==> src/rtl/io_timer_pkg.sv <==
// Constants, register map and carrier types of the ten-channel io_timer
package io_timer_pkg;

  localparam int          NUM_CH        = 10;
  localparam int          TRANSFER_CH   = 8;

  // Register indices; byte address is four times the index
  localparam logic [31:0] CH0_COUNTER_IDX    = 32'h0080_0300;
  localparam logic [31:0] CH0_RELOAD_ONE_IDX = 32'h0080_0304;
  localparam logic [31:0] CH0_RELOAD_ZERO_IDX = 32'h0080_0306;
  localparam logic [31:0] CH0_CONTROL_IDX    = 32'h0080_0308;
  localparam logic [31:0] CH_STRIDE_IDX      = 32'h0000_0010;
  localparam logic [31:0] ENABLE_IDX         = 32'h0080_03C0;
  localparam logic [31:0] STATUS_IDX         = 32'h0080_03C4;
  localparam logic [31:0] PRESCALE_IDX       = 32'h0080_03C8;

  // Control and status register fields
  localparam int          CTL_MODE_LSB  = 0;
  localparam int          CTL_TRIG_LSB  = 3;
  localparam int          CTL_EXT_BIT   = 6;
  localparam int          STATUS_FF_LSB = 16;

  // Reset and restart values
  localparam logic [15:0] COUNT_RESET   = 16'h0000;
  localparam logic [15:0] MEASURE_TOP   = 16'hFFFF;
  localparam logic [7:0]  PRESCALE_RESET = 8'h00;

  // Mode field encoding
  localparam logic [2:0]  MODE_SINGLE   = 3'h0;
  localparam logic [2:0]  MODE_DELAYED  = 3'h1;
  localparam logic [2:0]  MODE_CONT     = 3'h2;
  localparam logic [2:0]  MODE_PWM      = 3'h3;
  localparam logic [2:0]  MODE_MEAS_CLR = 3'h4;
  localparam logic [2:0]  MODE_MEAS_RUN = 3'h5;

  // External trigger select encoding
  localparam logic [2:0]  TRIG_OFF      = 3'h0;
  localparam logic [2:0]  TRIG_RISE     = 3'h1;
  localparam logic [2:0]  TRIG_FALL     = 3'h2;
  localparam logic [2:0]  TRIG_BOTH     = 3'h3;
  localparam logic [2:0]  TRIG_HIGH     = 3'h4;
  localparam logic [2:0]  TRIG_LOW      = 3'h5;

  typedef struct packed {
    logic        psel;
    logic        penable;
    logic        pwrite;
    logic [31:0] paddr;
    logic [31:0] pwdata;
  } apb_req_type;

  typedef struct packed {
    logic [31:0] prdata;
    logic        pready;
    logic        pslverr;
  } apb_rsp_type;

  typedef struct packed {
    logic [15:0] cnt;
    logic [15:0] reload_one;
    logic [15:0] reload_zero;
    logic [2:0]  mode;
    logic [2:0]  trig;
    logic        ext_en;
    logic        en;
    logic        pend;
    logic        out_ff;
    logic        phase;
    logic        paused;
    logic        irq;
    logic        dma;
    logic        sync1;
    logic        sync2;
    logic        prev;
  } chan_type;

  typedef struct packed {
    chan_type [NUM_CH-1:0] ch;
    logic [7:0]            presc;
    logic [7:0]            div;
    logic                  tick;
    apb_rsp_type           rsp;
  } state_type;

endpackage : io_timer_pkg

==> src/rtl/io_timer.sv <==
// Ten-channel 16-bit input/output timer with APB register access
`timescale 1ns/1ps

module io_timer (
  input  wire logic                       pclk,
  input  wire logic                       presetn,
  input  wire io_timer_pkg::apb_req_type  apb_in,
  output      io_timer_pkg::apb_rsp_type  apb_out,
  input  wire logic [io_timer_pkg::NUM_CH-1:0] timer_in,
  output      logic [io_timer_pkg::NUM_CH-1:0] timer_out,
  output      logic [io_timer_pkg::NUM_CH-1:0] irq_req,
  output      logic                       transfer_req
);
  import io_timer_pkg::*;

  state_type s_reg;
  state_type s_next;

  function automatic logic [31:0] byte_addr(input logic [31:0] idx);
    return {idx[29:0], 2'b00};
  endfunction : byte_addr

  // ---------------------------------------------------------------
  // Next state
  // ---------------------------------------------------------------
  always_comb begin
    chan_type    c;
    logic        first;
    logic        acc_wr;
    logic        hit;
    logic        hit_en;
    logic [31:0] rdata;
    logic [31:0] ofs;
    logic        rise;
    logic        fall;
    logic        edge_ev;
    logic        lvl_ok;
    logic        trig_ev;
    logic        uf;
    s_next = s_reg;
    c      = '0;
    rdata  = '0;
    hit    = 1'b0;
    hit_en = 1'b0;
    ofs    = '0;
    rise   = 1'b0;
    fall   = 1'b0;
    edge_ev = 1'b0;
    lvl_ok = 1'b0;
    trig_ev = 1'b0;
    uf     = 1'b0;
    first  = apb_in.psel & apb_in.penable & ~s_reg.rsp.pready;
    acc_wr = apb_in.psel & apb_in.penable & s_reg.rsp.pready
             & apb_in.pwrite;

    // Count clock: one tick every presc+1 bus clocks
    if (s_reg.div >= s_reg.presc) begin
      s_next.div  = '0;
      s_next.tick = 1'b1;
    end else begin
      s_next.div  = s_reg.div + 8'h01;
      s_next.tick = 1'b0;
    end

    // Global register decode
    if (apb_in.paddr == byte_addr(ENABLE_IDX)) begin
      hit    = 1'b1;
      hit_en = 1'b1;
      for (int i = 0; i < NUM_CH; i++) begin
        rdata[i] = s_reg.ch[i].en;
      end
    end else if (apb_in.paddr == byte_addr(STATUS_IDX)) begin
      hit = 1'b1;
      for (int i = 0; i < NUM_CH; i++) begin
        rdata[i] = s_reg.ch[i].en & ~s_reg.ch[i].pend;
        rdata[STATUS_FF_LSB+i] = s_reg.ch[i].out_ff;
      end
    end else if (apb_in.paddr == byte_addr(PRESCALE_IDX)) begin
      hit   = 1'b1;
      rdata = {24'h000000, s_reg.presc};
      if (acc_wr) begin
        s_next.presc = apb_in.pwdata[7:0];
      end
    end

    for (int i = 0; i < NUM_CH; i++) begin
      c       = s_reg.ch[i];
      c.irq   = 1'b0;
      c.dma   = 1'b0;
      // Pin synchroniser; edges only from the second stage onward
      c.sync1 = timer_in[i];
      c.sync2 = s_reg.ch[i].sync1;
      c.prev  = s_reg.ch[i].sync2;
      rise    = s_reg.ch[i].sync2 & ~s_reg.ch[i].prev;
      fall    = ~s_reg.ch[i].sync2 & s_reg.ch[i].prev;
      case (s_reg.ch[i].trig)
        TRIG_RISE: edge_ev = rise;
        TRIG_FALL: edge_ev = fall;
        TRIG_BOTH: edge_ev = rise | fall;
        default:   edge_ev = 1'b0;
      endcase
      if (s_reg.ch[i].trig == TRIG_HIGH) begin
        lvl_ok = s_reg.ch[i].sync2;
      end else if (s_reg.ch[i].trig == TRIG_LOW) begin
        lvl_ok = ~s_reg.ch[i].sync2;
      end else begin
        lvl_ok = 1'b0;
      end
      trig_ev = edge_ev | lvl_ok;
      uf = (s_reg.ch[i].cnt == 16'h0000);

      // Start of operation, taken on a count clock tick
      if (s_reg.tick && s_reg.ch[i].en && s_reg.ch[i].pend) begin
        c.pend = 1'b0;
        c.phase = 1'b0;
        case (s_reg.ch[i].mode)
          MODE_SINGLE: begin
            c.cnt    = s_reg.ch[i].reload_zero;
            c.out_ff = ~s_reg.ch[i].out_ff;
          end
          MODE_PWM: begin
            c.cnt    = s_reg.ch[i].reload_zero;
            c.out_ff = ~s_reg.ch[i].out_ff;
          end
          MODE_CONT: begin
            c.out_ff = ~s_reg.ch[i].out_ff;
          end
          MODE_DELAYED, MODE_MEAS_CLR, MODE_MEAS_RUN: begin
            c.cnt = s_reg.ch[i].cnt;
          end
          default: begin
            c.cnt    = s_reg.ch[i].reload_zero;
            c.paused = 1'b0;
          end
        endcase
      end else if (s_reg.tick && s_reg.ch[i].en) begin
        // Running on a count clock tick
        case (s_reg.ch[i].mode)
          MODE_MEAS_CLR, MODE_MEAS_RUN: begin
            if (uf) begin
              c.cnt = MEASURE_TOP;
              c.irq = 1'b1;
              c.dma = 1'b1;
            end else begin
              c.cnt = s_reg.ch[i].cnt - 16'h0001;
            end
          end
          MODE_SINGLE: begin
            if (uf) begin
              c.out_ff = ~s_reg.ch[i].out_ff;
              c.en     = 1'b0;
              c.irq    = 1'b1;
              c.dma    = 1'b1;
            end else begin
              c.cnt = s_reg.ch[i].cnt - 16'h0001;
            end
          end
          MODE_DELAYED: begin
            if (uf) begin
              c.out_ff = ~s_reg.ch[i].out_ff;
              c.irq    = 1'b1;
              c.dma    = 1'b1;
              if (!s_reg.ch[i].phase) begin
                c.cnt   = s_reg.ch[i].reload_zero;
                c.phase = 1'b1;
              end else begin
                c.en = 1'b0;
              end
            end else begin
              c.cnt = s_reg.ch[i].cnt - 16'h0001;
            end
          end
          MODE_CONT: begin
            if (uf) begin
              c.cnt    = s_reg.ch[i].reload_zero;
              c.out_ff = ~s_reg.ch[i].out_ff;
              c.irq    = 1'b1;
              c.dma    = 1'b1;
            end else begin
              c.cnt = s_reg.ch[i].cnt - 16'h0001;
            end
          end
          MODE_PWM: begin
            if (uf) begin
              c.out_ff = ~s_reg.ch[i].out_ff;
              c.dma    = 1'b1;
              c.phase  = ~s_reg.ch[i].phase;
              if (!s_reg.ch[i].phase) begin
                c.cnt = s_reg.ch[i].reload_one;
              end else begin
                c.cnt = s_reg.ch[i].reload_zero;
                c.irq = 1'b1;
              end
            end else begin
              c.cnt = s_reg.ch[i].cnt - 16'h0001;
            end
          end
          default: begin
            if (!lvl_ok) begin
              c.paused = 1'b1;
            end else if (s_reg.ch[i].paused) begin
              c.cnt    = s_reg.ch[i].reload_zero;
              c.paused = 1'b0;
            end else if (uf) begin
              c.en  = 1'b0;
              c.irq = 1'b1;
              c.dma = 1'b1;
            end else begin
              c.cnt = s_reg.ch[i].cnt - 16'h0001;
            end
          end
        endcase
      end

      // Capture in measure modes
      if (s_reg.ch[i].en && s_reg.ch[i].mode[2:1] == 2'b10
          && edge_ev) begin
        c.reload_zero = s_reg.ch[i].cnt;
        c.irq         = 1'b1;
        if (s_reg.ch[i].mode == MODE_MEAS_CLR && s_reg.ch[i].ext_en) begin
          c.cnt = MEASURE_TOP;
        end
      end

      // External start of a stopped channel
      if (!s_reg.ch[i].en && s_reg.ch[i].ext_en && trig_ev
          && s_reg.ch[i].mode[2:1] != 2'b10) begin
        c.en   = 1'b1;
        c.pend = 1'b1;
      end

      // Per-channel register decode
      ofs = CH_STRIDE_IDX * 32'(i);
      if (apb_in.paddr == byte_addr(CH0_COUNTER_IDX + ofs)) begin
        hit   = 1'b1;
        rdata = {16'h0000, s_reg.ch[i].cnt};
        if (acc_wr) begin
          c.cnt = apb_in.pwdata[15:0];
        end
      end else if (apb_in.paddr == byte_addr(CH0_RELOAD_ONE_IDX + ofs)) begin
        hit   = 1'b1;
        rdata = {16'h0000, s_reg.ch[i].reload_one};
        if (acc_wr) begin
          c.reload_one = apb_in.pwdata[15:0];
        end
      end else if (apb_in.paddr == byte_addr(CH0_RELOAD_ZERO_IDX + ofs)) begin
        hit   = 1'b1;
        rdata = {16'h0000, s_reg.ch[i].reload_zero};
        if (acc_wr) begin
          c.reload_zero = apb_in.pwdata[15:0];
        end
      end else if (apb_in.paddr == byte_addr(CH0_CONTROL_IDX + ofs)) begin
        hit   = 1'b1;
        rdata = {25'h0000000, s_reg.ch[i].ext_en, s_reg.ch[i].trig,
                 s_reg.ch[i].mode};
        if (acc_wr) begin
          c.mode   = apb_in.pwdata[CTL_MODE_LSB +: 3];
          c.trig   = apb_in.pwdata[CTL_TRIG_LSB +: 3];
          c.ext_en = apb_in.pwdata[CTL_EXT_BIT];
        end
      end

      // Software enable write overrides external start; a write of one to a running channel does not undo a hardware stop
      if (acc_wr && hit_en) begin
        if (apb_in.pwdata[i] && !s_reg.ch[i].en) begin
          c.en   = 1'b1;
          c.pend = 1'b1;
        end else if (!apb_in.pwdata[i]) begin
          c.en     = 1'b0;
          c.pend   = 1'b0;
          c.paused = 1'b0;
        end
      end

      if (i != TRANSFER_CH) begin
        c.dma = 1'b0;
      end
      s_next.ch[i] = c;
    end

    // APB answer: one wait state, data and error registered
    s_next.rsp.pready  = first;
    s_next.rsp.pslverr = first & ~hit;
    s_next.rsp.prdata  = (first && !apb_in.pwrite && hit) ? rdata : '0;
  end

  // ---------------------------------------------------------------
  // State register
  // ---------------------------------------------------------------
  always_ff @(posedge pclk or negedge presetn) begin
    if (!presetn) begin
      s_reg       <= '0;
      s_reg.presc <= PRESCALE_RESET;
      for (int i = 0; i < NUM_CH; i++) begin
        s_reg.ch[i].cnt <= COUNT_RESET;
      end
    end else begin
      s_reg <= s_next;
    end
  end

  // ---------------------------------------------------------------
  // Outputs
  // ---------------------------------------------------------------
  assign apb_out      = s_reg.rsp;
  assign transfer_req = s_reg.ch[TRANSFER_CH].dma;

  for (genvar g = 0; g < NUM_CH; g++) begin : gen_out
    assign timer_out[g] = s_reg.ch[g].out_ff;
    assign irq_req[g]   = s_reg.ch[g].irq;
  end

endmodule : io_timer

==> config.mk <==
export PLATFORM = sky130hd
export DESIGN_NAME = io_timer
export DESIGN_NICKNAME = d
export VERILOG_FILES = /design/src/rtl/io_timer_pkg.sv /design/src/rtl/io_timer.sv
export SDC_FILE = /design/constraint.sdc
export NUM_CORES = 2
export LEC_CHECK = 0
export BUFFER_PORTS_ARGS = -buffer_cell sky130_fd_sc_hd__buf_2
export CORE_MARGIN = 5
export CORE_UTILIZATION = 30
export CTS_CLUSTER_DIAMETER = 120
export CTS_CLUSTER_SIZE = 14
export DETAILED_ROUTE_END_ITERATION = 16
export PLACE_DENSITY = 0.5
export RECOVER_POWER = 50
export SYNTH_ARGS = -nofsm -noshare
export SYNTH_HDL_FRONTEND = slang
export SYNTH_SLANG_ARGS = --single-unit
==> constraint.sdc <==
create_clock -name pclk -period 6.1 [get_ports pclk]
set_input_delay 1.22 -clock pclk [delete_from_list [all_inputs] [get_ports pclk]]
set_output_delay 1.22 -clock pclk [all_outputs]
set_load 0.02 [all_outputs]
# After elaboration in Yosys (flattened, before gate mapping)
# Index checks and enable logic that the tools add are counted.
# totals
reg_bits,692
output_inout_bits,55
elab_cells,1498
# classes
n_addsub,11
order_cmp,1
eq_ne,203
n_mux,722
n_bitwise,139
reduce_logical,265
# ops
op,n
2-to-1 mux 16 bit,190
"equality test 32 x 26 -> 1 bit, second input constant",43
2-to-1 mux 32 bit,41
case mux 16 bit (5 select lines),10
2-to-1 mux 23 bit,20
2-to-1 mux 1 bit,244
2-to-1 mux 2 bit,110
2-to-1 mux 7 bit,30
logical NOT 16 bit,10
"subtractor 16 x 1 -> 16 bit, second input constant",10
"equality test 3 x 2 -> 1 bit, second input constant",40
"equality test 3 bit, second input constant",40
logical AND 1 bit,93
case mux 1 bit (3 select lines),30
inverter 1 bit,84
OR reduction 4 bit,20
"equality test 3 x 1 -> 1 bit, second input constant",20
"!= test 3 bit, second input constant",20
AND reduction 6 bit,10
OR reduction 6 bit,10
2-to-1 mux 5 bit,10
AND reduction 5 bit,10
OR reduction 5 bit,10
AND reduction 4 bit,11
other kinds (23),225

# Depth between registers and ports, before layout
# depth
word_depth,46
mapped_depth,18
depth_no_buf,15

# Worst setup path after synthesis
# No wires, ideal clock.
# synth_path
kind,input-to-reg
start,input port apb_in[58] (netlist bit)
end,"register s_reg, in the netlist apb_out[8]"
arrival_ns,3.735
required_ns,5.975
slack_ns,2.240
path_stages,11
cell_sequence,or4_1 > nor3_4 > nand3_4 > a211o_1 > a21oi_1 > o32ai_1 > a221o_1 > a221o_1 > a221o_1 > a21oi_1 > nor3_1
# synth_lines
element,line_no,text
"start, declared",io_timer.sv:7,"input wire io_timer_pkg::apb_req_type apb_in,"
"end signal, assigned",io_timer.sv:298,s_reg <= s_next;
"end, declared",io_timer.sv:16,state_type s_reg;

==> impl_metrics.toml <==
[logic_synthesis]
synth_compound_area_share_pct = 28.1
syn_inst = 6329
synth_area_leader_cell = "dfrtp_1"
synth.area.top_cells = "dfrtp_1, a21oi_1, mux2_2"
yosys.area_share.simple_pct = 17.4
synth_edf_count = 0
ys_types = 96
synth.avg_cell_area_um2 = 8.10
synth_top_area_share_pct = 33.5
syn-cell-area_um2 = 51300
yosysSeqAreaShare_pct = 33.5
synth_xor_area_share_pct = 2.70
synth_common_cells = "nor2_1, a21oi_1, dfrtp_1"
synth_seq_cells = 686
synth_warnings = 0
ys.flop_type = "dfrtp_1"
yosysMostFrequentCell = "nor2_1"
synth_top_family_by_area = "compound AO/OA/AOI/OAI gates"
synth.mux.area_fraction_pct = 10.2
synth_async_sr_flop_share_pct = 100
yosys.area_share.adder_pct = 1.61

[clocking]
cts-hold-fix-buffers = 0
post-cts-setup-buffers = 0
clk_latency_ns = 0.73
clock-sinks = 686
cts_tree = "done"
numCtsBuffers = 56
clock-root-buffer = "clkbuf_16"
cts_resized = 0
clock_path_buffers = 3
h-tree-depth = 2
clkTransAtPathRegs_ns = 0.08

[finish]
fill_cells = 18000
syn_to_final_growth_pct = 7.14
fin_util_pct = 32.4
largest_register_ffs = 617
drive_gt1_share_pct = 11.5
fin_nets = 6160

[timing]
rsz0062_at_grt = "false"
worst_hold_slack_ns = 0.351
tightest_slew_ns = 3.38
hold_viol_final = 0
min_period_ns = 4.90
setup_viol = 0
slew_headroom_pct = -125
slew_viol_final = 34
fmax_mhz = 204
fin_crit_sh_pct = 80.4
fin_skew_ns = 0.0641
finalSetupTns_ns = 0

[critical_path]
crit_required_ns = 6.67
worstSetupEndpointType = "flop"
r2r_end = "s_reg[295]"
worstPathArrival_ns = 5.47
startpoint_type = "input pin"
cp_max_fo = 13
reg2reg_depth = 14
worst-setup-path-type = "in2reg"
r2r-start = "s_reg[301]"
reg2reg_slack_ns = 1.47

[global_route]
grt.overflow.total = 0
grt_max_degree = 144
grt.total_usage_pct = 25.8
grt_pass1_wl_um = 353000
grt_pass1_vias = 49000
grt_antenna_before_repair = 14

[routing]
vias = 52500
wl_per_cell_um = 29.4
antenna_left = 0
via_per_inst = 6.36
firstDrtPassIters = 7
drt_iter0_markers = 7534
wirelength_um = 243000
drc = 0

[worst_hold_path]
hold_start = "s_next[247]"
holdCritPathClass = "reg2reg"
min_path_cells = 0
min_to = "s_next[246]"

[pwr]
ir_worst_vdd_mv = 0.241
cellPowerDensity_nw_per_um2 = 156
p_leak_nw = 21.1

[placed_design]
gp_congestion = 0.980
portBuffers = 111
dp_hpwl_um = 166000

[die]
start_util_pct = 30.2
dieArea_um2 = 179000
ios = 134
rows = 151
fp.coreArea_um2 = 170000
die_h_um = 423
fp.dieW_um = 423

[run]
cap_violations = 1

[run_status]
violations = "max-capacitance violations, max-slew violations"
outcome = "finished, violations left"
## metal layers
metal	vias up	wire, µm	global-route usage, %	part of all wire (%)
li1	22900	-	-	-
met1	26200	103000	36.0	42
met2	2867	106000	39.2	44
met3	491	21200	4.26	8.7
met4	0	12700	11.8	5.2
met5	-	0	0	0
## stage by stage
| step | total power [mW] | instance area, µm² | std cells | setup slack (ns) |
|---|---|---|---|---|
| detailed placement | 5.02 | 53400 | 8175 | 0.603 |
| global route | 8.82 | 54900 | 8250 | 1.20 |
| CTS | 8.67 | 54900 | 8243 | 1.38 |
| floorplan | 4.75 | 51300 | 6334 | 2.24 |
| finish | 8.56 | 54900 | 8260 | 1.20 |
| global placement | 5.02 | 53400 | 8175 | 0.664 |
## cells in the final DEF, fill, tap and decap left out, drive strengths merged, types with 41 or more instances in the layout
cell type	n
o211ai	84
xor2	71
mux2	243
ha	66
a22oi	78
a21oi	702
a22o	45
clkbuf	64
a222oi	57
and3	41
a221oi	200
o221ai	95
mux2i	249
buf	310
o21ai	332
dfrtp	686
o22ai	137
xnor2	87
nor4	56
nor2	722
nand3	122
a211oi	43
nor3	173
inv	115
a31oi	79
nand2	571
## worst max-delay path by stage
stage | from | end | slack [ns]
final | apb_in[56] | apb_out[10] | 1.20
after CTS | apb_in[56] | apb_out[13] | 1.38
after floorplan | apb_in[58] | apb_out[8] | 2.24
after global routing | apb_in[56] | apb_out[14] | 1.20
after global placement | apb_in[56] | apb_out[13] | 0.66
after detailed placement | apb_in[56] | apb_out[13] | 0.60
## logic make-up after synthesis
kind of cell             Yosys count
AO/OA/AOI/OAI                   2169
AND/OR/NAND/NOR                 1952
buffers and inverters            805
flip-flops                       686
multiplexers                     492
XOR/XNOR                         158
adder cells (fa/ha/maj)           66
other                              1
## layout make-up
type | instances | area [µm²] | share of cell area, %
multi-input combinational | 4843 | 30800 | 56.1
antenna | 17 | 42.5 | 0.0774
clock inverter | 7 | 73.8 | 0.134
inverter | 115 | 434 | 0.790
clock buffer | 61 | 1450 | 2.64
timing repair buffer | 313 | 2150 | 3.92
sequential | 686 | 17200 | 31.2
tap | 2218 | 2780 | 5.05
## worst max-delay path: stages
cell and delay [ns]:
buf_2 0.11, nor4b_2 0.69, and3_1 0.44, buf_4 0.25, and3_1 0.40, nand2_1 0.38
o221ai_1 0.52, nor3_1 0.12, o311a_1 0.17, o21ai_0 0.93, a311oi_1 0.22
## report_power, final
group | internal, mW | switching [mW]
combinational | 0.0535 | 0.313
sequential | 4.55 | 0.0101
clock | 1.68 | 1.95
total | 6.29 | 2.27
Note: power is estimated with default switching activity, not from simulation.
